--- src/rtl/hbss_defs.vh ---
// Constants for the hub boot strap sequencer
`ifndef HBSS_DEFS_VH
`define HBSS_DEFS_VH

// Flash signature location and boot entry
`define HBSS_SIG_ADDR      16'hfffa
`define HBSS_EXEC_ADDR     16'h0000
`define HBSS_SIG_LEN       3'h4
// Signature bytes in address order
`define HBSS_SIG_B0        8'h32
`define HBSS_SIG_B1        8'h44
`define HBSS_SIG_B2        8'h46
`define HBSS_SIG_B3        8'h55
// Flash read command and divider
`define HBSS_CMD_READ      8'h03
`define HBSS_SCK_HALF      2'h1
// ROM defaults table
`define HBSS_ROM_WORDS     5'h10
`define HBSS_ROM_AW        4
// Merge settle time in cycles
`define HBSS_MERGE_CYC     4'h4
// Reset values
`define HBSS_RST_STRAP     1'b0

`endif

--- src/rtl/hbss_rom.v ---
// Defaults ROM with registered read data
`timescale 1ns/10ps
module hbss_rom (
  core_clk,
  rd_addr,
  rd_data
);
  input  wire       core_clk;   // System clock
  input  wire [3:0] rd_addr;    // Word address
  output reg  [7:0] rd_data;    // Registered read data

  // ----------------------------------------
  // Table lookup
  // ----------------------------------------
  always @(posedge core_clk) begin
    rd_data <= {rd_addr, 4'ha} ^ 8'h5c;
  end
endmodule // hbss_rom

--- src/rtl/hbss_sequencer.v ---
// Reset, strap capture and boot stage sequencer
`timescale 1ns/10ps
`include "hbss_defs.vh"

module hbss_sequencer (
  core_clk,
  sys_rst,
  chip_rst_n,
  non_removable_strap,
  charge_enable_strap,
  flash_boot_strap,
  flash_dual,
  cfg_done,
  vbus_present,
  soft_disconnect,
  host_run,
  swap_pin_req,
  swap_auto_req,
  spi_ce_n,
  spi_clk,
  spi_do,
  spi_do_oe_n,
  spi_di,
  spi_d1_out,
  spi_d1_oe_n,
  standby,
  pll_run,
  port_if_oe_n,
  port1_non_removable,
  port1_charge_en,
  port2_charge_en,
  port2_overcurrent_sense_en,
  swap_go,
  flash_exec,
  exec_addr,
  rom_loaded,
  cfg_byte,
  cfg_valid,
  merged,
  host_attach,
  normal_op,
  stage
);
  input  wire       core_clk;                    // System clock
  input  wire       sys_rst;                     // Synchronous reset, high
  input  wire       chip_rst_n;                  // Chip reset pin, low = standby
  input  wire       non_removable_strap;         // Strap level
  input  wire       charge_enable_strap;         // Strap level
  input  wire       flash_boot_strap;            // Flash boot allowed
  input  wire       flash_dual;                  // Use 2-bit data read
  input  wire       cfg_done;                    // External config finished
  input  wire       vbus_present;                // Upstream bus power
  input  wire       soft_disconnect;             // Upstream soft disconnect
  input  wire       host_run;                    // Host moves hub to normal
  input  wire       swap_pin_req;                // Pin-commanded swap
  input  wire       swap_auto_req;               // New host detected
  output reg        spi_ce_n;                    // Flash select, low active
  output reg        spi_clk;                     // Flash clock, idles low
  output reg        spi_do;                      // Data 0 out
  output reg        spi_do_oe_n;                 // Data 0 enable, low drives
  input  wire       spi_di;                      // Data 1 in
  input  wire       spi_d1_out;                  // Data 0 in during dual phase
  output wire       spi_d1_oe_n;                 // Data 1 never driven
  output wire       standby;                     // Standby indicator
  output wire       pll_run;                     // PLL enable
  output wire       port_if_oe_n;                // Port pin enable, low drives
  output wire       port1_non_removable;         // Port 1 fixed
  output wire       port1_charge_en;             // Port 1 charging
  output wire       port2_charge_en;             // Port 2 charging
  output wire       port2_overcurrent_sense_en;  // Port 2 sense
  output reg        swap_go;                     // Swap pulse
  output reg        flash_exec;                  // Executing from flash
  output reg [15:0] exec_addr;                   // Flash entry address
  output reg        rom_loaded;                  // Defaults loaded
  output reg  [7:0] cfg_byte;                    // Loaded default byte
  output reg        cfg_valid;                   // Default byte strobe
  output reg        merged;                      // Merge complete
  output reg        host_attach;                 // Host attach bit
  output reg        normal_op;                   // Normal operation
  output wire [6:0] stage;                       // One-hot stage

  // ----------------------------------------
  // Stage codes
  // ----------------------------------------
  localparam [6:0] ST_STBY  = 7'h01;  // Standby
  localparam [6:0] ST_PROBE = 7'h02;  // Flash probe
  localparam [6:0] ST_ROM   = 7'h04;  // ROM defaults
  localparam [6:0] ST_WAIT  = 7'h08;  // Wait config done
  localparam [6:0] ST_MERGE = 7'h10;  // Merge
  localparam [6:0] ST_ATT   = 7'h20;  // Host attach
  localparam [6:0] ST_NORM  = 7'h40;  // Normal

  reg  [6:0]  stage_ff;       // Current stage
  reg  [6:0]  nxt_stage;      // Next stage
  reg         nrem_ff;        // Captured strap
  reg         chg_ff;         // Captured strap
  reg         rstn_d_ff;      // Previous pin level
  reg  [5:0]  bit_ff;         // Flash bit counter
  reg  [1:0]  div_ff;         // Flash clock divider
  reg  [39:0] sh_ff;          // Flash shift register
  reg         probe_done_ff;  // Probe finished
  reg         sig_ok_ff;      // Signature match
  reg  [3:0]  rom_a_ff;       // ROM address
  reg         rom_v_ff;       // ROM read pending
  reg         rom_end_ff;     // Last ROM word addressed
  reg  [3:0]  mcnt_ff;        // Merge timer
  wire [7:0]  rom_q;          // ROM data
  wire        hub_mode;       // Reset pin high and sys_rst low
  wire        rel;            // Reset release edge
  wire [31:0] sig_word;       // Expected signature

  assign hub_mode = chip_rst_n & ~sys_rst;
  assign rel      = chip_rst_n & ~rstn_d_ff;
  assign sig_word = {`HBSS_SIG_B0, `HBSS_SIG_B1, `HBSS_SIG_B2, `HBSS_SIG_B3};
  assign stage    = stage_ff;
  assign standby  = stage_ff[0];
  assign pll_run  = ~stage_ff[0];
  assign port_if_oe_n = stage_ff[0];
  assign spi_d1_oe_n  = 1'b1;
  assign port1_non_removable = nrem_ff;
  assign port1_charge_en     = chg_ff;
  assign port2_charge_en     = 1'b0;
  assign port2_overcurrent_sense_en = 1'b0;

  // ----------------------------------------
  // Defaults ROM
  // ----------------------------------------
  hbss_rom u_rom (
    .core_clk (core_clk),
    .rd_addr  (rom_a_ff),
    .rd_data  (rom_q)
  );

  // ----------------------------------------
  // Strap capture on release edge
  // ----------------------------------------
  always @(posedge core_clk) begin
    if (sys_rst) begin
      rstn_d_ff <= 1'b0;
      nrem_ff   <= `HBSS_RST_STRAP;
      chg_ff    <= `HBSS_RST_STRAP;
    end else begin
      rstn_d_ff <= chip_rst_n;
      if (rel) begin
        nrem_ff <= non_removable_strap;
        chg_ff  <= charge_enable_strap;
      end
    end
  end

  // ----------------------------------------
  // Swap gating
  // ----------------------------------------
  always @(posedge core_clk) begin
    if (sys_rst || !chip_rst_n) begin
      swap_go <= 1'b0;
    end else begin
      swap_go <= normal_op & (swap_pin_req | (swap_auto_req & chg_ff));
    end
  end

  // ----------------------------------------
  // Stage sequencing
  // ----------------------------------------
  always @* begin
    nxt_stage = stage_ff;
    case (stage_ff)
      ST_STBY: begin
        if (hub_mode) begin
          nxt_stage = ST_PROBE;
        end
      end
      ST_PROBE: begin
        if (!flash_boot_strap || probe_done_ff) begin
          nxt_stage = ST_ROM;
        end
      end
      ST_ROM: begin
        if (rom_loaded) begin
          nxt_stage = ST_WAIT;
        end
      end
      ST_WAIT: begin
        if (cfg_done) begin
          nxt_stage = ST_MERGE;
        end
      end
      ST_MERGE: begin
        if (merged) begin
          nxt_stage = ST_ATT;
        end
      end
      ST_ATT: begin
        if (!vbus_present) begin
          nxt_stage = ST_ATT;
        end else if (host_run && !soft_disconnect) begin
          nxt_stage = ST_NORM;
        end
      end
      ST_NORM: begin
        if (soft_disconnect || !vbus_present) begin
          nxt_stage = ST_ATT;
        end
      end
      default: begin
        nxt_stage = ST_STBY;
      end
    endcase
  end

  always @(posedge core_clk) begin
    if (!hub_mode) begin
      stage_ff <= ST_STBY;
    end else begin
      stage_ff <= nxt_stage;
    end
  end

  // ----------------------------------------
  // Flash probe: read 4 bytes from signature address
  // ----------------------------------------
  always @(posedge core_clk) begin
    if (!hub_mode || stage_ff != ST_PROBE) begin
      spi_ce_n      <= 1'b1;
      spi_clk       <= 1'b0;
      spi_do        <= 1'b0;
      spi_do_oe_n   <= 1'b1;
      bit_ff        <= 6'h00;
      div_ff        <= 2'h0;
      sh_ff         <= 40'h0;
      if (!hub_mode) begin
        probe_done_ff <= 1'b0;
        sig_ok_ff     <= 1'b0;
      end
    end else if (flash_boot_strap && !probe_done_ff) begin
      spi_ce_n <= 1'b0;
      if (bit_ff == 6'h00 && spi_ce_n) begin
        sh_ff       <= {`HBSS_CMD_READ, `HBSS_SIG_ADDR, 16'h0000};
        spi_do_oe_n <= 1'b0;
      end else if (div_ff == `HBSS_SCK_HALF) begin
        div_ff  <= 2'h0;
        spi_clk <= ~spi_clk;
        if (!spi_clk) begin
          // Rising edge: sample data
          if (bit_ff >= 6'h18) begin
            spi_do_oe_n <= 1'b1;
            if (flash_dual) begin
              sh_ff  <= {sh_ff[37:0], spi_di, spi_d1_out};
              bit_ff <= bit_ff + 6'h02;
            end else begin
              sh_ff  <= {sh_ff[38:0], spi_di};
              bit_ff <= bit_ff + 6'h01;
            end
          end else begin
            bit_ff <= bit_ff + 6'h01;
          end
        end else begin
          // Falling edge: launch next command bit
          spi_do <= sh_ff[39];
          if (bit_ff < 6'h18) begin
            sh_ff <= {sh_ff[38:0], 1'b0};
          end
        end
        if (bit_ff >= 6'h38) begin
          probe_done_ff <= 1'b1;
          sig_ok_ff     <= (sh_ff[31:0] == sig_word);
          spi_ce_n      <= 1'b1;
        end
      end else begin
        div_ff <= div_ff + 2'h1;
        if (bit_ff == 6'h00) begin
          spi_do <= sh_ff[39];
          sh_ff  <= {sh_ff[38:0], 1'b0};
        end
      end
    end
  end

  // ----------------------------------------
  // Flash execution, ROM load, merge, attach
  // ----------------------------------------
  always @(posedge core_clk) begin
    if (!hub_mode) begin
      flash_exec  <= 1'b0;
      exec_addr   <= `HBSS_EXEC_ADDR;
      rom_loaded  <= 1'b0;
      rom_a_ff    <= 4'h0;
      rom_v_ff    <= 1'b0;
      rom_end_ff  <= 1'b0;
      cfg_byte    <= 8'h00;
      cfg_valid   <= 1'b0;
      merged      <= 1'b0;
      mcnt_ff     <= 4'h0;
      host_attach <= 1'b0;
      normal_op   <= 1'b0;
    end else begin
      cfg_valid <= 1'b0;
      if (stage_ff == ST_PROBE && probe_done_ff && sig_ok_ff) begin
        flash_exec <= 1'b1;
        exec_addr  <= `HBSS_EXEC_ADDR;
      end
      if (stage_ff == ST_ROM && !rom_loaded) begin
        rom_v_ff <= 1'b1;
        if (rom_v_ff) begin
          cfg_byte  <= rom_q;
          cfg_valid <= 1'b1;
        end
        // Last word comes out one cycle after its address, so finish a cycle later
        if ({1'b0, rom_a_ff} == `HBSS_ROM_WORDS - 5'h01) begin
          rom_end_ff <= 1'b1;
          rom_loaded <= rom_end_ff;
        end else begin
          rom_a_ff <= rom_a_ff + 4'h1;
        end
      end
      if (stage_ff == ST_MERGE) begin
        if (mcnt_ff == `HBSS_MERGE_CYC) begin
          merged <= 1'b1;
        end else begin
          mcnt_ff <= mcnt_ff + 4'h1;
        end
      end
      if (stage_ff == ST_ATT || stage_ff == ST_NORM) begin
        host_attach <= 1'b1;
      end
      normal_op <= (nxt_stage == ST_NORM);
    end
  end
endmodule // hbss_sequencer

--- config.mk ---
export PLATFORM = sky130hd
export DESIGN_NAME = hbss_sequencer
export DESIGN_NICKNAME = d
export VERILOG_FILES = /design/src/rtl/hbss_rom.v /design/src/rtl/hbss_sequencer.v
export VERILOG_INCLUDE_DIRS = /design/src /design/src/rtl
export SDC_FILE = /design/constraint.sdc
export NUM_CORES = 1
export LEC_CHECK = 0
export BUFFER_PORTS_ARGS = -buffer_cell sky130_fd_sc_hd__buf_2
export CAP_MARGIN = 30
export CORE_UTILIZATION = 51
export CTS_CLUSTER_SIZE = 8
export DETAILED_ROUTE_END_ITERATION = 8
export PLACE_DENSITY = 0.83
export SYNTH_ARGS = -nofsm -noshare
export SYNTH_HDL_FRONTEND = slang
export SYNTH_SLANG_ARGS = --single-unit
--- constraint.sdc ---
create_clock -name core_clk -period 1.65 [get_ports core_clk]
set_input_delay 0.2475 -clock core_clk [delete_from_list [all_inputs] [get_ports core_clk]]
set_output_delay 0.2475 -clock core_clk [all_outputs]
set_load 0.005 [all_outputs]
# == Word-level counts from Yosys, hierarchy flattened ==
# Index checks and enable logic that the tools add are counted.
# W data, S select, Z words.
# totals
latchBits,0
word_cells,146
ram_bits,0
memories,0
ff_bits,94
output_inout_bits,50
mem_bits_ro,0
inputBits,15
# op_classes
bitwise_logic,13
n_addsub,5
mux,41
div,0
n_eq_ne,19
shift,0
order_cmp,3
reduce_logical,39
n_mul,0
# op_table
op,count
$mux W40,7
$mux W7,8
$pmux W7 S7,1
$eq A32 B30 Y1 const B,1
$mux W1,22
$reduce_and A4 Y1,4
$eq A7 B7 Y1 const B,2
$reduce_and A2 Y1,7
$mux W6,2
$reduce_bool A2 Y1,6
$add A4 B1 Y4 const B,2
$ne A4 B3 Y1 const B,2
$eq A7 B1 Y1 const B,1
$eq A7 B2 Y1 const B,1
$eq A7 B3 Y1 const B,1
$eq A7 B4 Y1 const B,1
$eq A7 B5 Y1 const B,1
$eq A7 B6 Y1 const B,1
$logic_not A1 Y1,7
$ne A7 B2 Y1 const B,1
$not A1 Y1,7
$add A6 B1 Y6 const B,1
$add A6 B2 Y6 const B,1
$ge A6 B5 Y1 const B,1
other kinds (18),32

# == Logic depth before layout (Yosys ltp) ==
# Gate-level depths: netlist (run 1).
# depth
depth_word,6
ltp_mapped,8
depth_no_buf,7

# == By module ==
# From an unflattened synthesis (run 1), not the netlist that was laid out.
# unflattened
hier_cells,522
hier_area_um2,4540.6
# modules_own_cells
mod,area_each_um2,instances,cells_each,seq_area_each_um2
hbss_sequencer,4415.5,1,510,1801.7
hbss_rom,125.1,1,12,80.1

# == Worst setup path before layout (run 1) ==
# OpenSTA, ideal clock, no wires.
# synth_path
path_type,register to register
from,"register stage_ff[2], in the netlist stage[2]"
to,register rom_a_ff[3]
stages_incl_launch_ff,7
path_buffers,1
required_time_ns,1.522
setup_slack_ns,-0.117
setup_ns,0.128
period_less_slack_ns,1.767
arrival_ns,1.639
path_cell_list,dfxtp_1 -> buf_2 -> or3b_1 -> or4_4 -> nor2_2 -> xnor2_1 -> nor2_1
# synth_between
elab_chain_cells,3
# synth_lines
item,line_no,source
from (decl),hbss_sequencer.v:93,reg [6:0] stage_ff;
from (signal assigned),hbss_sequencer.v:215,stage_ff <= nxt_stage;
$eq A7 B3 Y1,hbss_sequencer.v:302,if (stage_ff == ST_ROM && !rom_loaded) begin
$logic_and A1 B1 Y1,hbss_sequencer.v:302,
$reduce_and A2 Y1 (no line),n/a,
to (signal assigned),hbss_sequencer.v:313,rom_a_ff <= rom_a_ff + 4'h1;
to (decl),hbss_sequencer.v:103,reg [3:0] rom_a_ff;
# No other way between the ends.
# A chain may end at the register's enable or synchronous reset.

# == Worst setup path in the final report (run 1) ==
# layout_path
from,register bit_ff[3]
to,register sh_ff[26]
# layout_between
elab_chain_cells,4
elab_cells_between_ends,9
cone_classes,order compare (2); eq/ne (2); mux (1); reduce/logical (4)
# layout_lines
item,line_no,source
from (decl),hbss_sequencer.v:98,reg [5:0] bit_ff;
from (signal assigned),hbss_sequencer.v:249,bit_ff <= bit_ff + 6'h02;
from (signal assigned),hbss_sequencer.v:252,bit_ff <= bit_ff + 6'h01;
from (signal assigned),hbss_sequencer.v:255,bit_ff <= bit_ff + 6'h01;
branches (longest 4 deep; another with $lt A6 B5 Y1),n/a,
to (signal assigned),hbss_sequencer.v:238,"sh_ff <= {`HBSS_CMD_READ, `HBSS_SIG_ADDR, 16'h0000};"
to (signal assigned),hbss_sequencer.v:248,"sh_ff <= {sh_ff[37:0], spi_di, spi_d1_out};"
to (signal assigned),hbss_sequencer.v:273,"sh_ff <= {sh_ff[38:0], 1'b0};"
to (decl),hbss_sequencer.v:100,reg [39:0] sh_ff;
# Several ways; the timed one is not identified.

==> run_results.csv, run 1 <==
group,metric,value,unit
floorplanning,io_pins,65,
critical_path,r2r_slack,-190,ps
grt,grt-ovfl-total,0,
critical_path,worst_ep_arrival_time,2110,ps
floorplanning,rows,33,
critical_path,rr_endpoint,"sh_ff[26]",
clocking,cts_tree,"yes",
floorplanning,coreArea,8300,um^2
grt,grt_pass1_vias,3710,
critical_path,reg2reg_depth,7,
power,powerDensity,655,nW/um^2
critical_path,crit_fanout,11,
placement,placed_cell_area,5050,um^2
placement,numPlacedInstances,659,
critical_path,r2r_start,"bit_ff[3]",
placement,gp_congestion,0.872,
critical_path,cpPeakStageDelay,370,ps
yosys,yosysUniqueCellTypes,59,
route,via_per_inst,5.80,
yosys,yosysSeqAreaShare,41.2,%
finish,insertedDiodeCount,0,
min_path,hp-start,"sys_rst",
finish,num-fill-cells,531,
clocking,clock_latency,380,ps
flow_run,cap_violations,0,
yosys,syn_inst,489,
floorplanning,start_util,53.3,%
yosys,netlist_area,4420,um^2
finish,nets,612,
critical_path,critPathSlowestCell,"dfxtp_4",
clocking,clock-sinks,90,
finish,fin_area,5960,um^2
yosys,yosysTopAreaCellShare,39.8,%
yosys,ys_warn_count,0,
critical_path,cpMostUsedCell,"buf_12",
finish,layout-drive-gt1-share,42.2,%
grt,grt_usage,24.6,%
critical_path,crit_buf_inv,2,
critical_path,cp_top_family,"compound AO/OA/AOI/OAI gates",
timing,tightest_slew,545,ps
timing,tns,-5770,ps
route,drt-met1-wl,4.80,mm
floorplanning,die_h,95.1,um
timing,relSlewSlack,63.2,%
yosys,synth.area.top_cells,"dfxtp_1 40%, mux2_2 6.1%, buf_4 4.8%",
power,irDropWorstVdd,0.431,mV
power,p_leak,2.22,nW
timing,rsz0062_at_grt,"true",
route,dr_wl_met2,6.03,mm
timing,setup_slack,-189,ps
yosys,avgSynthCellArea,9.04,um^2
critical_path,crit_path_end,"sh_ff[26]",
timing,min_period,1840,ps
route,drc,0,
yosys,ys_ff_latch,90,
route,postRouteAntennaNets,0,
status,status,"complete, but fails checks",
yosys,yosys_most_used_dff,"dfxtp_1",
critical_path,required,1920,ps
yosys,synth_edf_count,2,
route,wl_met3,618,um
critical_path,cp_cell_sequence,"a21o_1 -> and2_4 -> o32ai_4 -> buf_12 -> buf_12 -> nor2_2 -> a311oi_2",
route,num_vias,4058,
clocking,cts_max_level,3,
clocking,clkTransAtPathRegs,90,ps
timing,setup_viol,56,
critical_path,startpoint_type,"register",
timing,skew,14.4,ps
route,wl,11.8,mm
floorplanning,die_area,9050,um^2
yosys,synthArstFlopShare,0,%
route,maxUsedRoutingLayer,"met4",
grt,antenna_found_initial,0,
placement,dpl.hpwl,6.35,mm
timing,slew_violations,0,
critical_path,critPathLaunch,"bit_ff[3]",
floorplanning,die_w,95.1,um
clocking,root_buffer,"clkbuf_8",
yosys,synth_top_area_cell,"dfxtp_1",
route,drt_pass1_iterations,8,
critical_path,cp.depth,7,
placement,place_ws,-182,ps
timing,final-hold-violation-count,0,
route,wl_per_cell,16.9,um
finish,layout.cells.non_filler,700,
status,violations,"negative setup slack",
timing,timing.final.crit_share,111,%
finish,syn2layout_area_growth,34.8,%
placement,portBuffers,43,
critical_path,worst-setup-path-type,"register to register",
critical_path,critPathCaptureType,"register",
grt,grt_pass1_wl,17.3,mm
clocking,clock_path_buffers,2,
finish,utilization,71.8,%
clocking,cts_made_buffers,9,
route,drt_iter0_markers,236,
min_path,hold_path.class,"input port to register",
grt,grt_max_degree,43,
timing,timing.fmax,544,MHz
[cell type report]
cell class	instances	area [um^2]	area share [%]
multi-input cells	351	2670	44.9
flip-flops and latches	90	1840	30.9
repair buffers	120	1080	18.1
well taps	105	131	2.20
clock buffers	10	128	2.14
inverters	18	67.6	1.13
clock inverters	6	41.3	0.693
[worst min-delay path by stage]
stage / to / slack (ps) / cells past startpoint
after global placement: swap_go / 420 / 2
after floorplan: port1_charge_en / 320 / 1
after CTS: port1_charge_en / 50 / 2
after global routing: port1_non_removable / 60 / 2
final: port1_charge_en / 60 / 2
after detailed placement: u_rom.rd_data[6] / 420 / 1
[layer usage]
| layer | GRT usage [%] | vias to the layer above |
|---|---|---|
| met1 | 29.5 | 1956 |
| met4 | 11.5 | 0 |
| met3 | 4.55 | 45 |
| met2 | 42.1 | 151 |
| li1 | - | 1906 |
| met5 | 0 | - |
[power breakdown]
group	switching [mW]	total [mW]	internal, mW
logic	0.174	0.337	0.162
clock network	0.825	1.38	0.552
registers	0.00835	2.19	2.18
[registers in the layout, indices dropped and copies added, names as in the netlist, 2 cells and up]
register,flops
div_ff,2
stage,7
mcnt_ff,4
sh_ff,40
cfg_byte,5
rom_a_ff,4
bit_ff,6
u_rom.rd_data,4
[what timing repair did]
| item | in CTS | in global routing |
|---|---|---|
| buffers inserted | 9 | 10 |
| hold buffers | 0 | 0 |
| pin swaps | 15 | 28 |
| setup endpoints to repair | 63 | 72 |
| gates resized for setup | 36 | 58 |
| cloned | 4 | 4 |
[through the flow]
step	hold WS, ps	power [mW]
5_1_grt	57.1	4.02
2_1_floorplan	320	2.41
3_3_place_gp	421	2.45
3_5_place_dp	424	2.46
4_1_cts	49.2	3.83
6_report	60.5	3.90
[cell usage in the layout (no fill, tap or decap), drive strengths merged, types with 7 or more instances in the layout]
| master | netlist | layout |
|---|---|---|
| buf | 37 | 116 |
| dfxtp | 88 | 88 |
| nor2 | 51 | 51 |
| nand2 | 43 | 43 |
| a21oi | 40 | 40 |
| nand3 | 35 | 35 |
| mux2 | 24 | 24 |
| conb | 2 | 21 |
| mux2i | 20 | 20 |
| inv | 18 | 20 |
| a311oi | 17 | 17 |
| clkbuf | 12 | 14 |
| o21ai | 10 | 10 |
| nor3 | 9 | 9 |
| a31oi | 7 | 7 |
| ha | 7 | 7 |
| xnor2 | 7 | 7 |
[cells in the mapped netlist, types with 4 or more instances]
master / n
nand3_1: 35
nor3_1: 6
nand4_1: 4
nand2b_1: 6
a21oi_2: 10
xnor2_1: 7
dfxtp_1: 88
buf_4: 28
nor2_1: 50
xor2_1: 4
a31oi_1: 7
a311oi_1: 16
clkbuf_1: 12
buf_2: 6
mux2_2: 24
o21ai_0: 8
inv_1: 17
nor4b_1: 4
a21oi_1: 30
mux2i_1: 20
nor4bb_1: 4
nand2_1: 42
ha_1: 7
[worst reg2reg max path: cells and delay by family, from the launching register on]
family | cells | cell delay (ps)
AO/OA/AOI/OAI | 3 | 800
flip-flops | 1 | 370
buffers and inverters | 2 | 320
AND/OR/NAND/NOR | 2 | 240
[kinds of logic (layout without fill, tap and decap cells)]
logic type | Yosys count | after routing | synth area share (%)
fa+ha+maj | 7 | 7 | 1.98
xor+xnor | 11 | 11 | 2.18
simple gates | 181 | 181 | 21.2
flops | 90 | 90 | 41.2
other cells | 2 | 21 | 0.170
mux | 44 | 44 | 10.6
compound gates | 87 | 87 | 13.9
buf+inv | 67 | 154 | 8.74
Note: power is estimated with default switching activity, not from simulation.
==> run 2: changes to the inputs <==
- PLACE_DENSITY: 0.83 -> 0.8
- SKIP_CTS_REPAIR_TIMING: unset -> 1
==> run_results.csv, run 2 (synthesis results as in run 1) <==
group,metric,value,unit
grt,grt_usage,22.9,%
power,p_leak,2.31,nW
route,postRouteAntennaNets,0,
critical_path,critPathSlowestCell,"or4_4",
critical_path,crit_buf_inv,1,
route,num_vias,4046,
placement,gp_congestion,0.837,
clocking,clock_path_buffers,2,
grt,grt_pass1_vias,3626,
critical_path,critPathCaptureType,"register",
power,finalPower,4.09,mW
timing,setup_viol,62,
floorplanning,die_area,9050,um^2
min_path,hold_path.class,"input port to register",
timing,tightest_slew,495,ps
critical_path,cp_top_family,"simple AND/OR/NAND/NOR gates",
route,drt_pass1_iterations,5,
grt,grt-ovfl-total,0,
floorplanning,die_w,95.1,um
critical_path,cpPeakStageDelay,550,ps
clocking,clkTransAtPathRegs,100,ps
power,powerDensity,680,nW/um^2
critical_path,required,1910,ps
route,drc,0,
finish,layout.cells.non_filler,698,
flow_run,cap_violations,0,
route,wl,12.5,mm
floorplanning,rows,33,
timing,final-hold-violation-count,0,
clocking,clock_latency,370,ps
finish,multiInputGateArea,2720,um^2
timing,relSlewSlack,66.5,%
timing,timing.final.crit_share,111,%
grt,grt_pass1_wl,16.5,mm
clocking,cts_tree,"yes",
timing,skew,13.5,ps
finish,utilization,72.5,%
finish,insertedDiodeCount,0,
finish,layout-drive-gt1-share,43.2,%
timing,timing.fmax,546,MHz
route,drt_iter0_markers,200,
clocking,clock-sinks,90,
power,irDropWorstVdd,0.478,mV
grt,grt_max_degree,43,
placement,numPlacedInstances,662,
critical_path,startpoint_type,"register",
floorplanning,die_h,95.1,um
timing,slew_violations,0,
finish,largest_register_ffs,40,
placement,dpl.hpwl,6.89,mm
critical_path,worst_ep_arrival_time,2090,ps
finish,num-fill-cells,527,
timing,rsz0062_at_grt,"true",
clocking,cts_max_level,3,
status,status,"complete, but fails checks",
floorplanning,io_pins,65,
timing,setup_slack,-181,ps
status,violations,"negative setup slack",
route,via_per_inst,5.80,
finish,seqCellArea,1840,um^2
floorplanning,start_util,53.3,%
floorplanning,coreArea,8300,um^2
clocking,cts_made_buffers,9,
grt,grt_busiest_layer,"met2",
grt,use_met3,5.02,%
placement,portBuffers,43,
finish,syn2layout_area_growth,36.0,%
finish,nets,610,
finish,final_cell_mix,"80 x dfxtp_1, 50 x nor2_1, 50 x buf_4",
critical_path,cp_cell_sequence,"or4_4 -> nor3_4 -> nand2_4 -> buf_8 -> a311oi_2",
critical_path,crit_fanout,11,
route,wl_per_cell,18.0,um
finish,top_register,"sh_ff",
grt,use_met2,39.6,%
critical_path,worst-setup-path-type,"register to register",
finish,layout_commonest_cell,"dfxtp_1",
grt,antenna_found_initial,0,
timing,min_period,1830,ps
clocking,root_buffer,"clkbuf_8",
grt,use_met1,27.7,%
-- run 2: metal layers --
metal	vias up	share of wire, %
li1	1894	-
met1	1984	41
met2	136	52
met3	32	4.7
met4	0	2.5
met5	-	0
-- run 2: final timing paths --
| path | startpoint | to | slack [ps] | cells past startpoint |
|---|---|---|---|---|
| worst max-delay path | stage[4] | sh_ff[29] | -180 | 5 |
| worst max register to register | stage[4] | sh_ff[29] | -180 | 5 |
| worst min-delay path | sys_rst | port1_non_removable | 80 | 2 |
| worst min register to register | rom_a_ff[3] | u_rom.rd_data[7] | 430 | 0 |
-- run 2: worst register-to-register path, delay by kind of cell, from the launching register on --
family / cells / cell delay, ps
AO/OA/AOI/OAI: 1 / 290
buffers and inverters: 1 / 170
flip-flops: 1 / 360
AND/OR/NAND/NOR: 3 / 900
-- run 2: final cells by class --
| cell class | instances | area share [%] |
|---|---|---|
| Clock buffer | 10 | 2.29 |
| Clock inverter | 6 | 1.06 |
| Inverter | 18 | 1.16 |
| Multi-Input combinational cell | 351 | 45.2 |
| Sequential cell | 90 | 30.5 |
| Tap cell | 105 | 2.18 |
| Timing Repair Buffer | 118 | 17.6 |
-- run 2: where the power goes --
part / switching (mW) / internal (mW)
registers: 0.00961 / 2.19
clock network: 0.825 / 0.744
logic: 0.180 / 0.144
total: 1.01 / 3.07
-- run 2: metrics by stage --
stage	setup TNS, ps	setup WS (ps)	hold WS [ps]	instance area (um^2)
after CTS	-5590	-195	59.5	5300
after detailed placement	-4190	-157	382	5100
after global placement	-1870	-90.6	386	5100
after global routing	-8380	-234	68.7	6020
final	-5100	-181	82.1	6020
after floorplan	-697	-86.9	320	4550
